## config.mk

```make
export PLATFORM = sky130hd
export DESIGN_NAME = rx_address_filter_wakeup
export DESIGN_NICKNAME = d
export VERILOG_FILES = /design/src/rx_address_filter_wakeup.v
export VERILOG_INCLUDE_DIRS = /design/src /design/src/src
export SDC_FILE = /design/constraint.sdc
export NUM_CORES = 1
export LEC_CHECK = 0
export BUFFER_PORTS_ARGS = -buffer_cell sky130_fd_sc_hd__buf_2
export CAP_MARGIN = 5
export CORE_MARGIN = 2
export CORE_UTILIZATION = 40
export CTS_CLUSTER_DIAMETER = 30
export DETAILED_ROUTE_END_ITERATION = 8
export SYNTH_ARGS = -nofsm -noshare
export SYNTH_HDL_FRONTEND = slang
export SYNTH_SLANG_ARGS = --single-unit
```

## constraint.sdc

```tcl
create_clock -name clk_i -period 6.05 [get_ports clk_i]
set_input_delay 0.605 -clock clk_i [delete_from_list [all_inputs] [get_ports clk_i]]
set_output_delay 0.605 -clock clk_i [all_outputs]
set_load 0.005 [all_outputs]
```

## src/rx_filter_map.vh

```
/*
 Register offsets, field positions, reset values and CRC constants of the
 receive address filter with wake-up frame detection.
 Assumes inclusion by its bare name from the design file and the bench.
*/
`ifndef RX_FILTER_MAP_VH
`define RX_FILTER_MAP_VH

// ==========================================================================
// Register byte addresses (word aligned)
`define ADR_MAC_CONTROL   8'h00
`define ADR_STATION_HIGH  8'h04
`define ADR_STATION_LOW   8'h08
`define ADR_HASH_HIGH     8'h0c
`define ADR_HASH_LOW      8'h10
`define ADR_WAKE_PORT     8'h14
`define ADR_WAKE_CTRL     8'h18

// ==========================================================================
// Control register field positions
`define BIT_HASH_MCAST    0
`define BIT_HASH_ALL      1
`define BIT_INVERSE       2
`define BIT_ACCEPT_ALL    3
`define BIT_PASS_MCAST    4
`define BIT_WAKE_EN       0
`define BIT_WAKE_FLAG     1
`define BIT_WAKE_IRQ_EN   2
`define BIT_WAKE_PME_EN   3

// ==========================================================================
// Reset values
`define RST_CONTROL       5'h00
`define RST_WORD          32'h0000_0000
`define RST_WAKE_CTRL     4'h0

// ==========================================================================
// Wake filter port layout and limits
`define WAKE_WORDS        8
`define WAKE_CMD_WORD     4
`define WAKE_OFF_WORD     5
`define WAKE_CRC_WORD     6
`define WAKE_MASK_BITS    11'd31
`define WAKE_MIN_OFFSET   8'd12
`define CMD_WRITE_MASK    32'h0909_0909
`define MASK_WRITE_MASK   32'h7fff_ffff

// ==========================================================================
// CRC constants and frame byte limits
`define CRC32_POLY        32'h04c1_1db7
`define CRC32_INIT        32'hffff_ffff
`define CRC16_POLY        16'h8005
`define CRC16_INIT        16'hffff
`define BYTE_CNT_MAX      11'h7ff
`define DA_BYTES          11'd6

`endif

```

## src/rx_address_filter_wakeup.v

```verilog
/*
 Receive destination address filter with four wake-up frame filters.
 Assumes a MAC receive byte stream synchronous to clk_i: one byte per
 rx_valid_i, rx_sof_i on the first destination byte, rx_eof_i on the last
 byte of the frame. Registers are reached over classic Wishbone.
*/
// Overview of operation
// - First destination bit tells individual from multicast address.
// - Frames failing the selected filter mode are not accepted.
// - All mode bits clear: every address checked by exact station match.
// - Hash-multicast only: individual exact, multicast through hash table.
// - Hash-all with hash-multicast: every address through hash table.
// - Inverse only: accept non-matching, reject station-matching frames.
// - Accept-everything with inverse clear passes all frames, broadcasts too.
// - Pass-all-multicast accepts multicast; individual exact or hashed.
// - Exact match uses full field against joined station registers.
// - CRC of destination, top six bits index 64-bit hash table.
// - Index top bit picks high or low word, rest picks bit.
// - Wake enable suspends reception and runs wake pattern checking.
// - Wake match sets received flag, signals irq or power event.
// - Clearing wake enable in full power returns the block to normal reception.
// - Four filters; frames passing the address mode, type and CRC are wake frames.
// - Mask bits 30..0 select bytes offset plus j; bit 31 zero.
// - Command bit 3 picks multicast or unicast; bits 2..1 reserved.
// - Command bit 0 enables the filter.
// - Offset must exceed 12 so address bytes stay out of CRC.
// - Full power follows enable; low power keeps wake detection always on.
// - Offset in bits 7..0 counts from first destination byte.
// - Filter CRC-16 compared with CRC over masked bytes.
`default_nettype none
`include "rx_filter_map.vh"

module rx_address_filter_wakeup (
   input  wire        clk_i,
   input  wire        rst_i,
   input  wire        wb_cyc_i,
   input  wire        wb_stb_i,
   input  wire        wb_we_i,
   input  wire [7:0]  wb_adr_i,
   input  wire [3:0]  wb_sel_i,
   input  wire [31:0] wb_dat_i,
   output reg  [31:0] wb_dat_o,
   output reg         wb_ack_o,
   input  wire        rx_valid_i,
   input  wire [7:0]  rx_data_i,
   input  wire        rx_sof_i,
   input  wire        rx_eof_i,
   input  wire        low_power_i,
   output reg         frame_accept_o,
   output reg         frame_reject_o,
   output reg         wake_detect_o,
   output reg         wake_irq_o,
   output reg         power_event_output_o
);

   // =======================================================================
   // CRC helpers, bit-serial over one byte, least significant bit first
   // Left-shifting engines, data bits fed LSB first,
   // no final inversion. Hash and wake patterns share
   // this bit order; software must mirror it when it
   // works out table bits and pattern CRC words.
   function [31:0] crc32_byte;
      input [31:0] c;
      input [7:0]  d;
      integer      k;
      reg   [31:0] r;
      begin
         r = c;
         for (k = 0; k < 8; k = k + 1) begin
            if (r[31] ^ d[k])
               r = {r[30:0], 1'b0} ^ `CRC32_POLY;
            else
               r = {r[30:0], 1'b0};
         end
         crc32_byte = r;
      end
   endfunction

   function [15:0] crc16_byte;
      input [15:0] c;
      input [7:0]  d;
      integer      k;
      reg   [15:0] r;
      begin
         r = c;
         for (k = 0; k < 8; k = k + 1) begin
            if (r[15] ^ d[k])
               r = {r[14:0], 1'b0} ^ `CRC16_POLY;
            else
               r = {r[14:0], 1'b0};
         end
         crc16_byte = r;
      end
   endfunction

   // Byte-lane merge for Wishbone writes
   // Unselected lanes keep their byte, so software
   // can update part of a register without a read.
   function [31:0] lane_merge;
      input [31:0] old;
      input [31:0] nw;
      input [3:0]  sel;
      integer      k;
      begin
         lane_merge = old;
         for (k = 0; k < 4; k = k + 1) begin
            if (sel[k])
               lane_merge[8*k +: 8] = nw[8*k +: 8];
         end
      end
   endfunction

   // =======================================================================
   // Register state
   // The port words sit in one array; the pointer
   // picks the word the next port access touches.
   reg  [4:0]  control_q;
   reg  [15:0] station_high_q;
   reg  [31:0] station_low_q;
   reg  [31:0] hash_high_q;
   reg  [31:0] hash_low_q;
   reg  [31:0] wake_word_q [0:`WAKE_WORDS-1];
   reg  [2:0]  wake_ptr_q;
   reg         wake_en_q;
   reg         wake_flag_q;
   reg         wake_irq_en_q;
   reg         wake_pme_en_q;
   integer     w;

   // A held strobe is taken once: requests count
   // only while ack is low.
   wire        bus_req   = wb_cyc_i & wb_stb_i & ~wb_ack_o;
   wire        bus_wr    = bus_req & wb_we_i;
   wire        port_hit  = (wb_adr_i == `ADR_WAKE_PORT);
   wire        ctrl_hit  = (wb_adr_i == `ADR_WAKE_CTRL);
   wire        wake_hit_ev;
   // Low power state forces wake detection on, whatever software set
   // Clearing the enable in full power resumes reception
   wire        wake_active = wake_en_q | low_power_i;
   // Upper half of the merged word has no storage behind it
   wire [31:0] station_high_merged = lane_merge({16'h0, station_high_q}, wb_dat_i, wb_sel_i);

   // Write mask per port word keeps reserved bits at zero
   // Reserved bits are dropped on the way in, so
   // they always read back as zero.
   reg  [31:0] port_mask;
   always @* begin
      if (wake_ptr_q < `WAKE_CMD_WORD)
         port_mask = `MASK_WRITE_MASK;
      else if (wake_ptr_q == `WAKE_CMD_WORD)
         port_mask = `CMD_WRITE_MASK;
      else
         port_mask = 32'hffff_ffff;
   end

   // =======================================================================
   // Wishbone slave: ack one cycle after the strobe, dropped the next cycle
   // Unmapped addresses read zero, writes ignored.
   // The port pointer also moves on reads, so a
   // driver that reads the port must count those
   // accesses or the next load hits the wrong word.
   always @(posedge clk_i) begin
      if (rst_i) begin
         wb_ack_o       <= 1'b0;
         wb_dat_o       <= `RST_WORD;
         control_q      <= `RST_CONTROL;
         station_high_q <= 16'h0000;
         station_low_q  <= `RST_WORD;
         hash_high_q    <= `RST_WORD;
         hash_low_q     <= `RST_WORD;
         wake_ptr_q     <= 3'h0;
         wake_en_q      <= 1'b0;
         wake_irq_en_q  <= 1'b0;
         wake_pme_en_q  <= 1'b0;
         for (w = 0; w < `WAKE_WORDS; w = w + 1)
            wake_word_q[w] <= `RST_WORD;
      end else begin
         wb_ack_o <= bus_req;
         if (bus_req) begin
            case (wb_adr_i)
               `ADR_MAC_CONTROL:  wb_dat_o <= {27'h0, control_q};
               `ADR_STATION_HIGH: wb_dat_o <= {16'h0, station_high_q};
               `ADR_STATION_LOW:  wb_dat_o <= station_low_q;
               `ADR_HASH_HIGH:    wb_dat_o <= hash_high_q;
               `ADR_HASH_LOW:     wb_dat_o <= hash_low_q;
               `ADR_WAKE_PORT:    wb_dat_o <= wake_word_q[wake_ptr_q];
               `ADR_WAKE_CTRL:    wb_dat_o <= {28'h0, wake_pme_en_q, wake_irq_en_q, wake_flag_q, wake_en_q};
               default:           wb_dat_o <= `RST_WORD;
            endcase
         end
         // Each port access steps to the next word, wrapping after eight
         if (bus_req && port_hit)
            wake_ptr_q <= wake_ptr_q + 3'h1;
         if (bus_wr) begin
            case (wb_adr_i)
               `ADR_MAC_CONTROL: begin
                  if (wb_sel_i[0])
                     control_q <= wb_dat_i[4:0];
               end
               `ADR_STATION_HIGH: station_high_q <= station_high_merged[15:0];
               `ADR_STATION_LOW:  station_low_q  <= lane_merge(station_low_q, wb_dat_i, wb_sel_i);
               `ADR_HASH_HIGH:    hash_high_q    <= lane_merge(hash_high_q, wb_dat_i, wb_sel_i);
               `ADR_HASH_LOW:     hash_low_q     <= lane_merge(hash_low_q, wb_dat_i, wb_sel_i);
               `ADR_WAKE_PORT: begin
                  wake_word_q[wake_ptr_q] <= lane_merge(wake_word_q[wake_ptr_q], wb_dat_i, wb_sel_i)
                                             & port_mask;
               end
               `ADR_WAKE_CTRL: begin
                  if (wb_sel_i[0]) begin
                     wake_en_q     <= wb_dat_i[`BIT_WAKE_EN];
                     wake_irq_en_q <= wb_dat_i[`BIT_WAKE_IRQ_EN];
                     wake_pme_en_q <= wb_dat_i[`BIT_WAKE_PME_EN];
                  end
               end
               default: begin
               end
            endcase
         end
      end
   end

   // Received flag: hardware set wins over a write-one clear
   // A wake frame ending in the cycle of a clear
   // keeps the flag set, so no event is lost.
   always @(posedge clk_i) begin
      if (rst_i)
         wake_flag_q <= 1'b0;
      else if (wake_hit_ev)
         wake_flag_q <= 1'b1;
      else if (bus_wr && ctrl_hit && wb_sel_i[0] && wb_dat_i[`BIT_WAKE_FLAG])
         wake_flag_q <= 1'b0;
   end

   // =======================================================================
   // Receive byte tracking
   // Index zero is the start-of-frame byte; idle
   // cycles do not advance it. The first six bytes
   // are kept for the address check at frame end.
   // Frames over 2047 bytes pin the index there.
   reg  [10:0] cnt_q;
   reg  [47:0] da_q;
   wire [10:0] byte_idx = rx_sof_i ? 11'h000 : cnt_q;
   wire        eof_ev   = rx_valid_i & rx_eof_i;

   always @(posedge clk_i) begin
      if (rst_i) begin
         cnt_q <= 11'h000;
         da_q  <= 48'h0;
      end else if (rx_valid_i) begin
         // Counter saturates so overlong frames cannot wrap into the window
         if (byte_idx != `BYTE_CNT_MAX)
            cnt_q <= byte_idx + 11'h001;
         else
            cnt_q <= byte_idx;
         if (byte_idx < `DA_BYTES)
            da_q[{byte_idx[2:0], 3'b000} +: 8] <= rx_data_i;
      end
   end

   // =======================================================================
   // Address check
   // Long combinational path, but it only has to
   // settle once per frame, at the last byte.
   reg  [31:0] hash_crc;
   integer     b;
   always @* begin
      hash_crc = `CRC32_INIT;
      for (b = 0; b < 6; b = b + 1)
         hash_crc = crc32_byte(hash_crc, da_q[8*b +: 8]);
   end

   wire        is_mcast  = da_q[0];
   wire        exact     = (da_q == {station_high_q, station_low_q});
   wire [5:0]  hash_idx  = hash_crc[31:26];
   wire        hash_hit  = hash_idx[5] ? hash_high_q[hash_idx[4:0]]
                                       : hash_low_q[hash_idx[4:0]];
   wire        m_hmc     = control_q[`BIT_HASH_MCAST];
   wire        m_hall    = control_q[`BIT_HASH_ALL];
   wire        m_inv     = control_q[`BIT_INVERSE];
   wire        m_all     = control_q[`BIT_ACCEPT_ALL];
   wire        m_pmc     = control_q[`BIT_PASS_MCAST];
   wire        full_da   = (byte_idx >= `DA_BYTES);
   reg         addr_ok;

   // Mode priority: inverse, promiscuous, then multicast and individual paths
   // Unlisted combinations follow this order, so
   // every setting of the five bits has one answer.
   always @* begin
      if (m_all && !m_inv)
         addr_ok = 1'b1;
      else if (m_inv)
         addr_ok = !exact;
      else if (is_mcast) begin
         if (m_pmc)
            addr_ok = 1'b1;
         else if (m_hmc)
            addr_ok = hash_hit;
         else
            addr_ok = exact;
      end else begin
         if (m_hall && m_hmc)
            addr_ok = hash_hit;
         else
            addr_ok = exact;
      end
   end

   // =======================================================================
   // Wake filters, one CRC-16 engine each
   // Four engines see every byte, so all filters
   // judge one frame in parallel. The compare uses
   // crc_d, which already holds the last byte when
   // that byte falls inside the mask window.
   wire [3:0]  filt_hit;
   genvar      g;
   generate
      for (g = 0; g < 4; g = g + 1) begin : filt
         wire [30:0] mask    = wake_word_q[g][30:0];
         wire [3:0]  cmd     = wake_word_q[`WAKE_CMD_WORD][8*g +: 4];
         wire [7:0]  off     = wake_word_q[`WAKE_OFF_WORD][8*g +: 8];
         wire [15:0] exp_crc = wake_word_q[`WAKE_CRC_WORD + g/2][16*(g%2) +: 16];
         wire [10:0] rel     = byte_idx - {3'h0, off};
         wire        in_win  = (byte_idx >= {3'h0, off}) && (rel < `WAKE_MASK_BITS)
                               && mask[rel[4:0]];
         reg  [15:0] crc_q;
         // Start of frame reseeds the engine
         wire [15:0] base    = rx_sof_i ? `CRC16_INIT : crc_q;
         wire [15:0] crc_d   = in_win ? crc16_byte(base, rx_data_i) : base;
         always @(posedge clk_i) begin
            if (rst_i)
               crc_q <= `CRC16_INIT;
            else if (rx_valid_i)
               crc_q <= crc_d;
         end
         // Low offsets would fold address bytes in, so such a filter never hits
         assign filt_hit[g] = cmd[0]
                              && (off > `WAKE_MIN_OFFSET)
                              && (cmd[3] == is_mcast)
                              && (crc_d == exp_crc);
      end
   endgenerate

   // Wake frame needs a frame passing the address mode plus one enabled filter match
   // A frame the current mode would drop can never
   // wake the host, whatever its pattern.
   assign wake_hit_ev = eof_ev && wake_active && full_da && addr_ok
                        && (|filt_hit);

   // =======================================================================
   // Frame verdict and host signalling, all registered
   // Verdicts pulse one cycle after the last byte.
   // Interrupt and power event are levels that hold
   // until the flag or its enable is cleared.
   always @(posedge clk_i) begin
      if (rst_i) begin
         frame_accept_o       <= 1'b0;
         frame_reject_o       <= 1'b0;
         wake_detect_o        <= 1'b0;
         wake_irq_o           <= 1'b0;
         power_event_output_o <= 1'b0;
      end else begin
         // Normal path closed while wake detection runs
         frame_accept_o       <= eof_ev && !wake_active && full_da && addr_ok;
         frame_reject_o       <= eof_ev && (wake_active || !full_da || !addr_ok);
         wake_detect_o        <= wake_hit_ev;
         wake_irq_o           <= (wake_flag_q | wake_hit_ev) & wake_irq_en_q;
         power_event_output_o <= (wake_flag_q | wake_hit_ev) & wake_pme_en_q;
      end
   end

endmodule // rx_address_filter_wakeup
`default_nettype wire

```

==> metrics.md <==
| Metric | Value |
|---|---|
| Vias in the first global route | 24900 |
| YS warnings | 0 |
| Period Utilization, post-route | 0.959 |
| Core Region | 78700 um^2 |
| Crit path arrival time | 6.33 ns |
| Hold crit path type | primary input to flip-flop |
| FILL cells | 7231 |
| Max Buffers Root-to-Sink | 3 |
| Max cap viols | 0 |
| Clk Latency, worst-skew pair | 0.70 ns |
| Placed cell area | 33800 um^2 |
| CP Launch Type | flip-flop |
| Largest net degree at the start of global routing | 90 |
| Final WS setup | 0.250 ns |
| Initial Util | 0.403 |
| GRT Resource Usage Total | 0.274 |
| Full die area | 81700 um^2 |
| CTS tree | done |
| R2R depth | 18 |
| Slew Viols, Final | 0 |
| WS Path Type | flip-flop to flip-flop |
| Clock H-tree levels | 3 |
| Leakage | 14.3 nW |
| NumNets Final | 3406 |
| Cell variety after synth | 84 |
| Height of the die | 286 um |
| Worst Skew | 0.0650 ns |
| Vias | 26300 |
| Clock Tree Root | clkbuf_16 |
| Final Instance Area | 37900 um^2 |
| Worst Hold Depth | 3 |
| Drt total wl | 114000 um |
| Hold path start | wb_dat_i[26] |
| Setup violators final | 0 |
| R2R setup slack | 0.25 ns |
| Congestion Overflow GR | 0 |
| GPL Wtd Cong | 0.924 |
| FFs w/ async S/R, synth | 0 |
| Postcts setup bufs | 0 |
| Post_cts resized | 0 |
| Minimum clock period | 5.80 ns |
| Initial DRC count | 3203 |
| CP max FO | 12 |
| Unrepaired setup endpoints after global routing | false |
| First-pass GRT wire length | 167000 um |
| Dpl hpwl | 83300 um |
| Clock-pin transition on the worst setup and hold timing paths | 0.05 ns |
| Main synth FF type | dfxtp_1 |
| Vias per std cell | 5.89 |
| Final setup TNS | 0 ns |
| Synthesized flop and latch total | 544 |
| Pre-antenna DRT Iters | 9 |
| Area grow syn2layout | 19.3% |
| Number of cell rows | 103 |
| Num Clock Sinks | 544 |
| Initial antenna violation count | 3 |
| Post-synthesis sequential area ratio | 0.424 |
| Max Clk Rate | 0.172 GHz |
| Antenna-violating nets left | 0 |
| Ratio of cells with drive above 1 in the final layout | 0.175 |
| EDFF count, synth | 256 |
| Outcome | finished clean |
| Slew Limit Headroom | 0.0787 |
| Count of final hold-check violations | 0 |
| R2R Path End | frame_accept_o |
| # DRC | 0 |
| Max VDD drop | 0.000870 V |
| I/O pin count | 99 |
| Syn Inst Count | 3180 |
| Post-Synthesis Cell Area | 31800 um^2 |
| DR WL/cell | 25.6 um |
| # port buffers | 98 |
| CTS Hold Bufs | 0 |
| Cts bufs inserted | 118 |
| Syn_area_per_cell | 9.99 um^2 |
| Reg2Reg Launch Point | da_q[0] |
| DP Worst Slack | 0.167 ns |
| Slew @ Worst Pin | 1.34 ns |
| Die Width | 286 um |
| Pwr/cell area | 513 nW/um^2 |
| Required time of the critical path | 6.58 ns |
| Setup crit end kind | flip-flop |
| Hold endpoint | station_low_q[26] |
[power breakdown]
part | leakage (nW) | internal, mW | total (mW) | switching (mW)
registers | 4.97 | 3.93 | 4.01 | 0.0761
clock network | 1.95 | 4.37 | 6.61 | 2.24
logic | 7.43 | 3.87 | 8.82 | 4.95
total | 14.3 | 12.2 | 19.4 | 7.27
[layout make-up]
cell class / count / area (um^2) / area share
clock buffers: 134 / 3050 / 0.0806
inverters: 72 / 270 / 0.00713
well taps: 1050 / 1310 / 0.0347
repair buffers: 217 / 1470 / 0.0388
clock inverters: 85 / 1070 / 0.0283
diodes: 2 / 5.00 / 0.000132
flip-flops and latches: 544 / 13500 / 0.355
multi-input cells: 2350 / 17200 / 0.455
[placed cells by master, fill, tap and decap left out, types with 15 or more instances in the layout]
master	n
nor2_1	513
dfxtp_1	286
xnor2_1	262
edfxtp_1	256
nand2_1	226
a21oi_1	158
mux2i_1	134
clkbuf_16	119
nand3_1	118
buf_4	114
buf_2	96
mux4_2	94
nand2b_1	74
xor2_1	74
inv_1	70
o21ai_0	70
a22oi_1	69
mux2_2	40
ha_1	38
xnor3_1	37
o22ai_1	36
nand4_1	33
nor3_1	30
o211ai_1	30
a222oi_1	29
a211o_1	26
nor2b_1	25
nor4_1	22
clkinvlp_4	20
bufinv_16	17
a211oi_1	15
clkinv_2	15
[logic make-up (layout without fill, tap and decap cells)]
family	count (synthesis)	after routing	synth area share
flops	544	544	0.424
xor+xnor	395	395	0.132
buf+inv	289	508	0.0353
simple gates	1103	1103	0.154
mux	269	269	0.123
fa+ha+maj	42	42	0.0175
compound gates	537	537	0.114
other cells	1	6	0.000118
[worst max-delay path by stage]
stage	start	to	slack, ns	cells past startpoint
floorplan	rx_sof_i	power_event_output_o	0.007	24
global placement	rx_sof_i	wake_irq_o	0.13	22
detailed placement	rx_sof_i	wake_flag_q	0.17	21
CTS	da_q[0]	frame_accept_o	0.33	18
global route	da_q[0]	frame_accept_o	0.05	18
finish	da_q[0]	frame_accept_o	0.25	18
[sequential cells by signal, summed over array words and instances, names as in the netlist, 16 cells and up, named ones only]
register / cells
hash_low_q: 32
wake_word_q: 256
station_low_q: 32
station_high_q: 16
hash_high_q: 32
wb_dat_o: 32
da_q: 48
filt.crc_q: 64
[routing by layer]
layer  global-route usage  wire, um
met5                    0        23
met4                0.102      4240
met3               0.0573     11300
met2                0.427     51300
met1                0.377     47100
[critical path, stage by stage (launching register included)]
cell and delay [ns]:
dfxtp_1 0.42, xnor3_1 0.52, xnor2_1 0.25, xnor3_1 0.47, xnor3_1 0.44, xor3_2 0.56, xnor2_1 0.21, buf_4 0.21
nor3_1 0.08, or2_1 0.26, buf_4 0.19, a222oi_1 0.38, a211oi_1 0.14, a2bb2o_4 0.22, o41ai_2 0.47, a21boi_1 0.28
and2_1 0.23, nor3b_1 0.14, buf_4 0.16
[synth_stat cells, types with 5 or more instances]
| cell type | instances | area share |
|---|---|---|
| o32ai_1 | 10 | 0.0028 |
| a21boi_0 | 7 | 0.0017 |
| o31ai_1 | 8 | 0.0019 |
| nor3b_1 | 10 | 0.0024 |
| o21ai_0 | 70 | 0.011 |
| nand4_1 | 33 | 0.0065 |
| dfxtp_1 | 288 | 0.18 |
| nand2_1 | 226 | 0.027 |
| buf_2 | 14 | 0.0022 |
| o22ai_1 | 36 | 0.0071 |
| o211ai_1 | 30 | 0.0071 |
| mux2_2 | 40 | 0.014 |
| a2111oi_0 | 9 | 0.0025 |
| a211o_1 | 26 | 0.0072 |
| buf_4 | 5 | 0.0012 |
| mux2i_1 | 135 | 0.043 |
| xnor2_2 | 11 | 0.0056 |
| a21oi_1 | 158 | 0.025 |
| clkbuf_1 | 174 | 0.021 |
| ha_1 | 38 | 0.015 |
| and3_1 | 11 | 0.0022 |
| o21a_1 | 8 | 0.0019 |
| nor3_1 | 30 | 0.0047 |
| buf_1 | 23 | 0.0027 |
| xnor2_1 | 262 | 0.072 |
| xnor3_1 | 37 | 0.026 |
| nand2b_1 | 74 | 0.015 |
| nor4_1 | 25 | 0.0049 |
| o21bai_1 | 13 | 0.0031 |
| nor2_1 | 517 | 0.061 |
| nor2b_1 | 25 | 0.0049 |
| a222oi_1 | 29 | 0.0091 |
| inv_1 | 70 | 0.0083 |
| xor2_1 | 74 | 0.020 |
| and2_1 | 8 | 0.0016 |
| a31oi_1 | 7 | 0.0014 |
| mux4_2 | 94 | 0.067 |
| a22oi_1 | 69 | 0.016 |
| nand3_1 | 118 | 0.019 |
| edfxtp_1 | 256 | 0.24 |
| a211oi_1 | 15 | 0.0035 |
| or2_2 | 10 | 0.0020 |
[metrics by stage]
step,hold WS [ns],std cells,total power [mW],util
6_report,0.212,4454,19.4,0.481
5_1_grt,0.242,4452,20.3,0.481
4_1_cts,0.195,4452,19.3,0.481
3_5_place_dp,0.459,4233,12.7,0.429
3_3_place_gp,0.449,4233,12.6,0.429
2_1_floorplan,0.439,3183,9.47,-
Power figures use the tool's default switching activity.
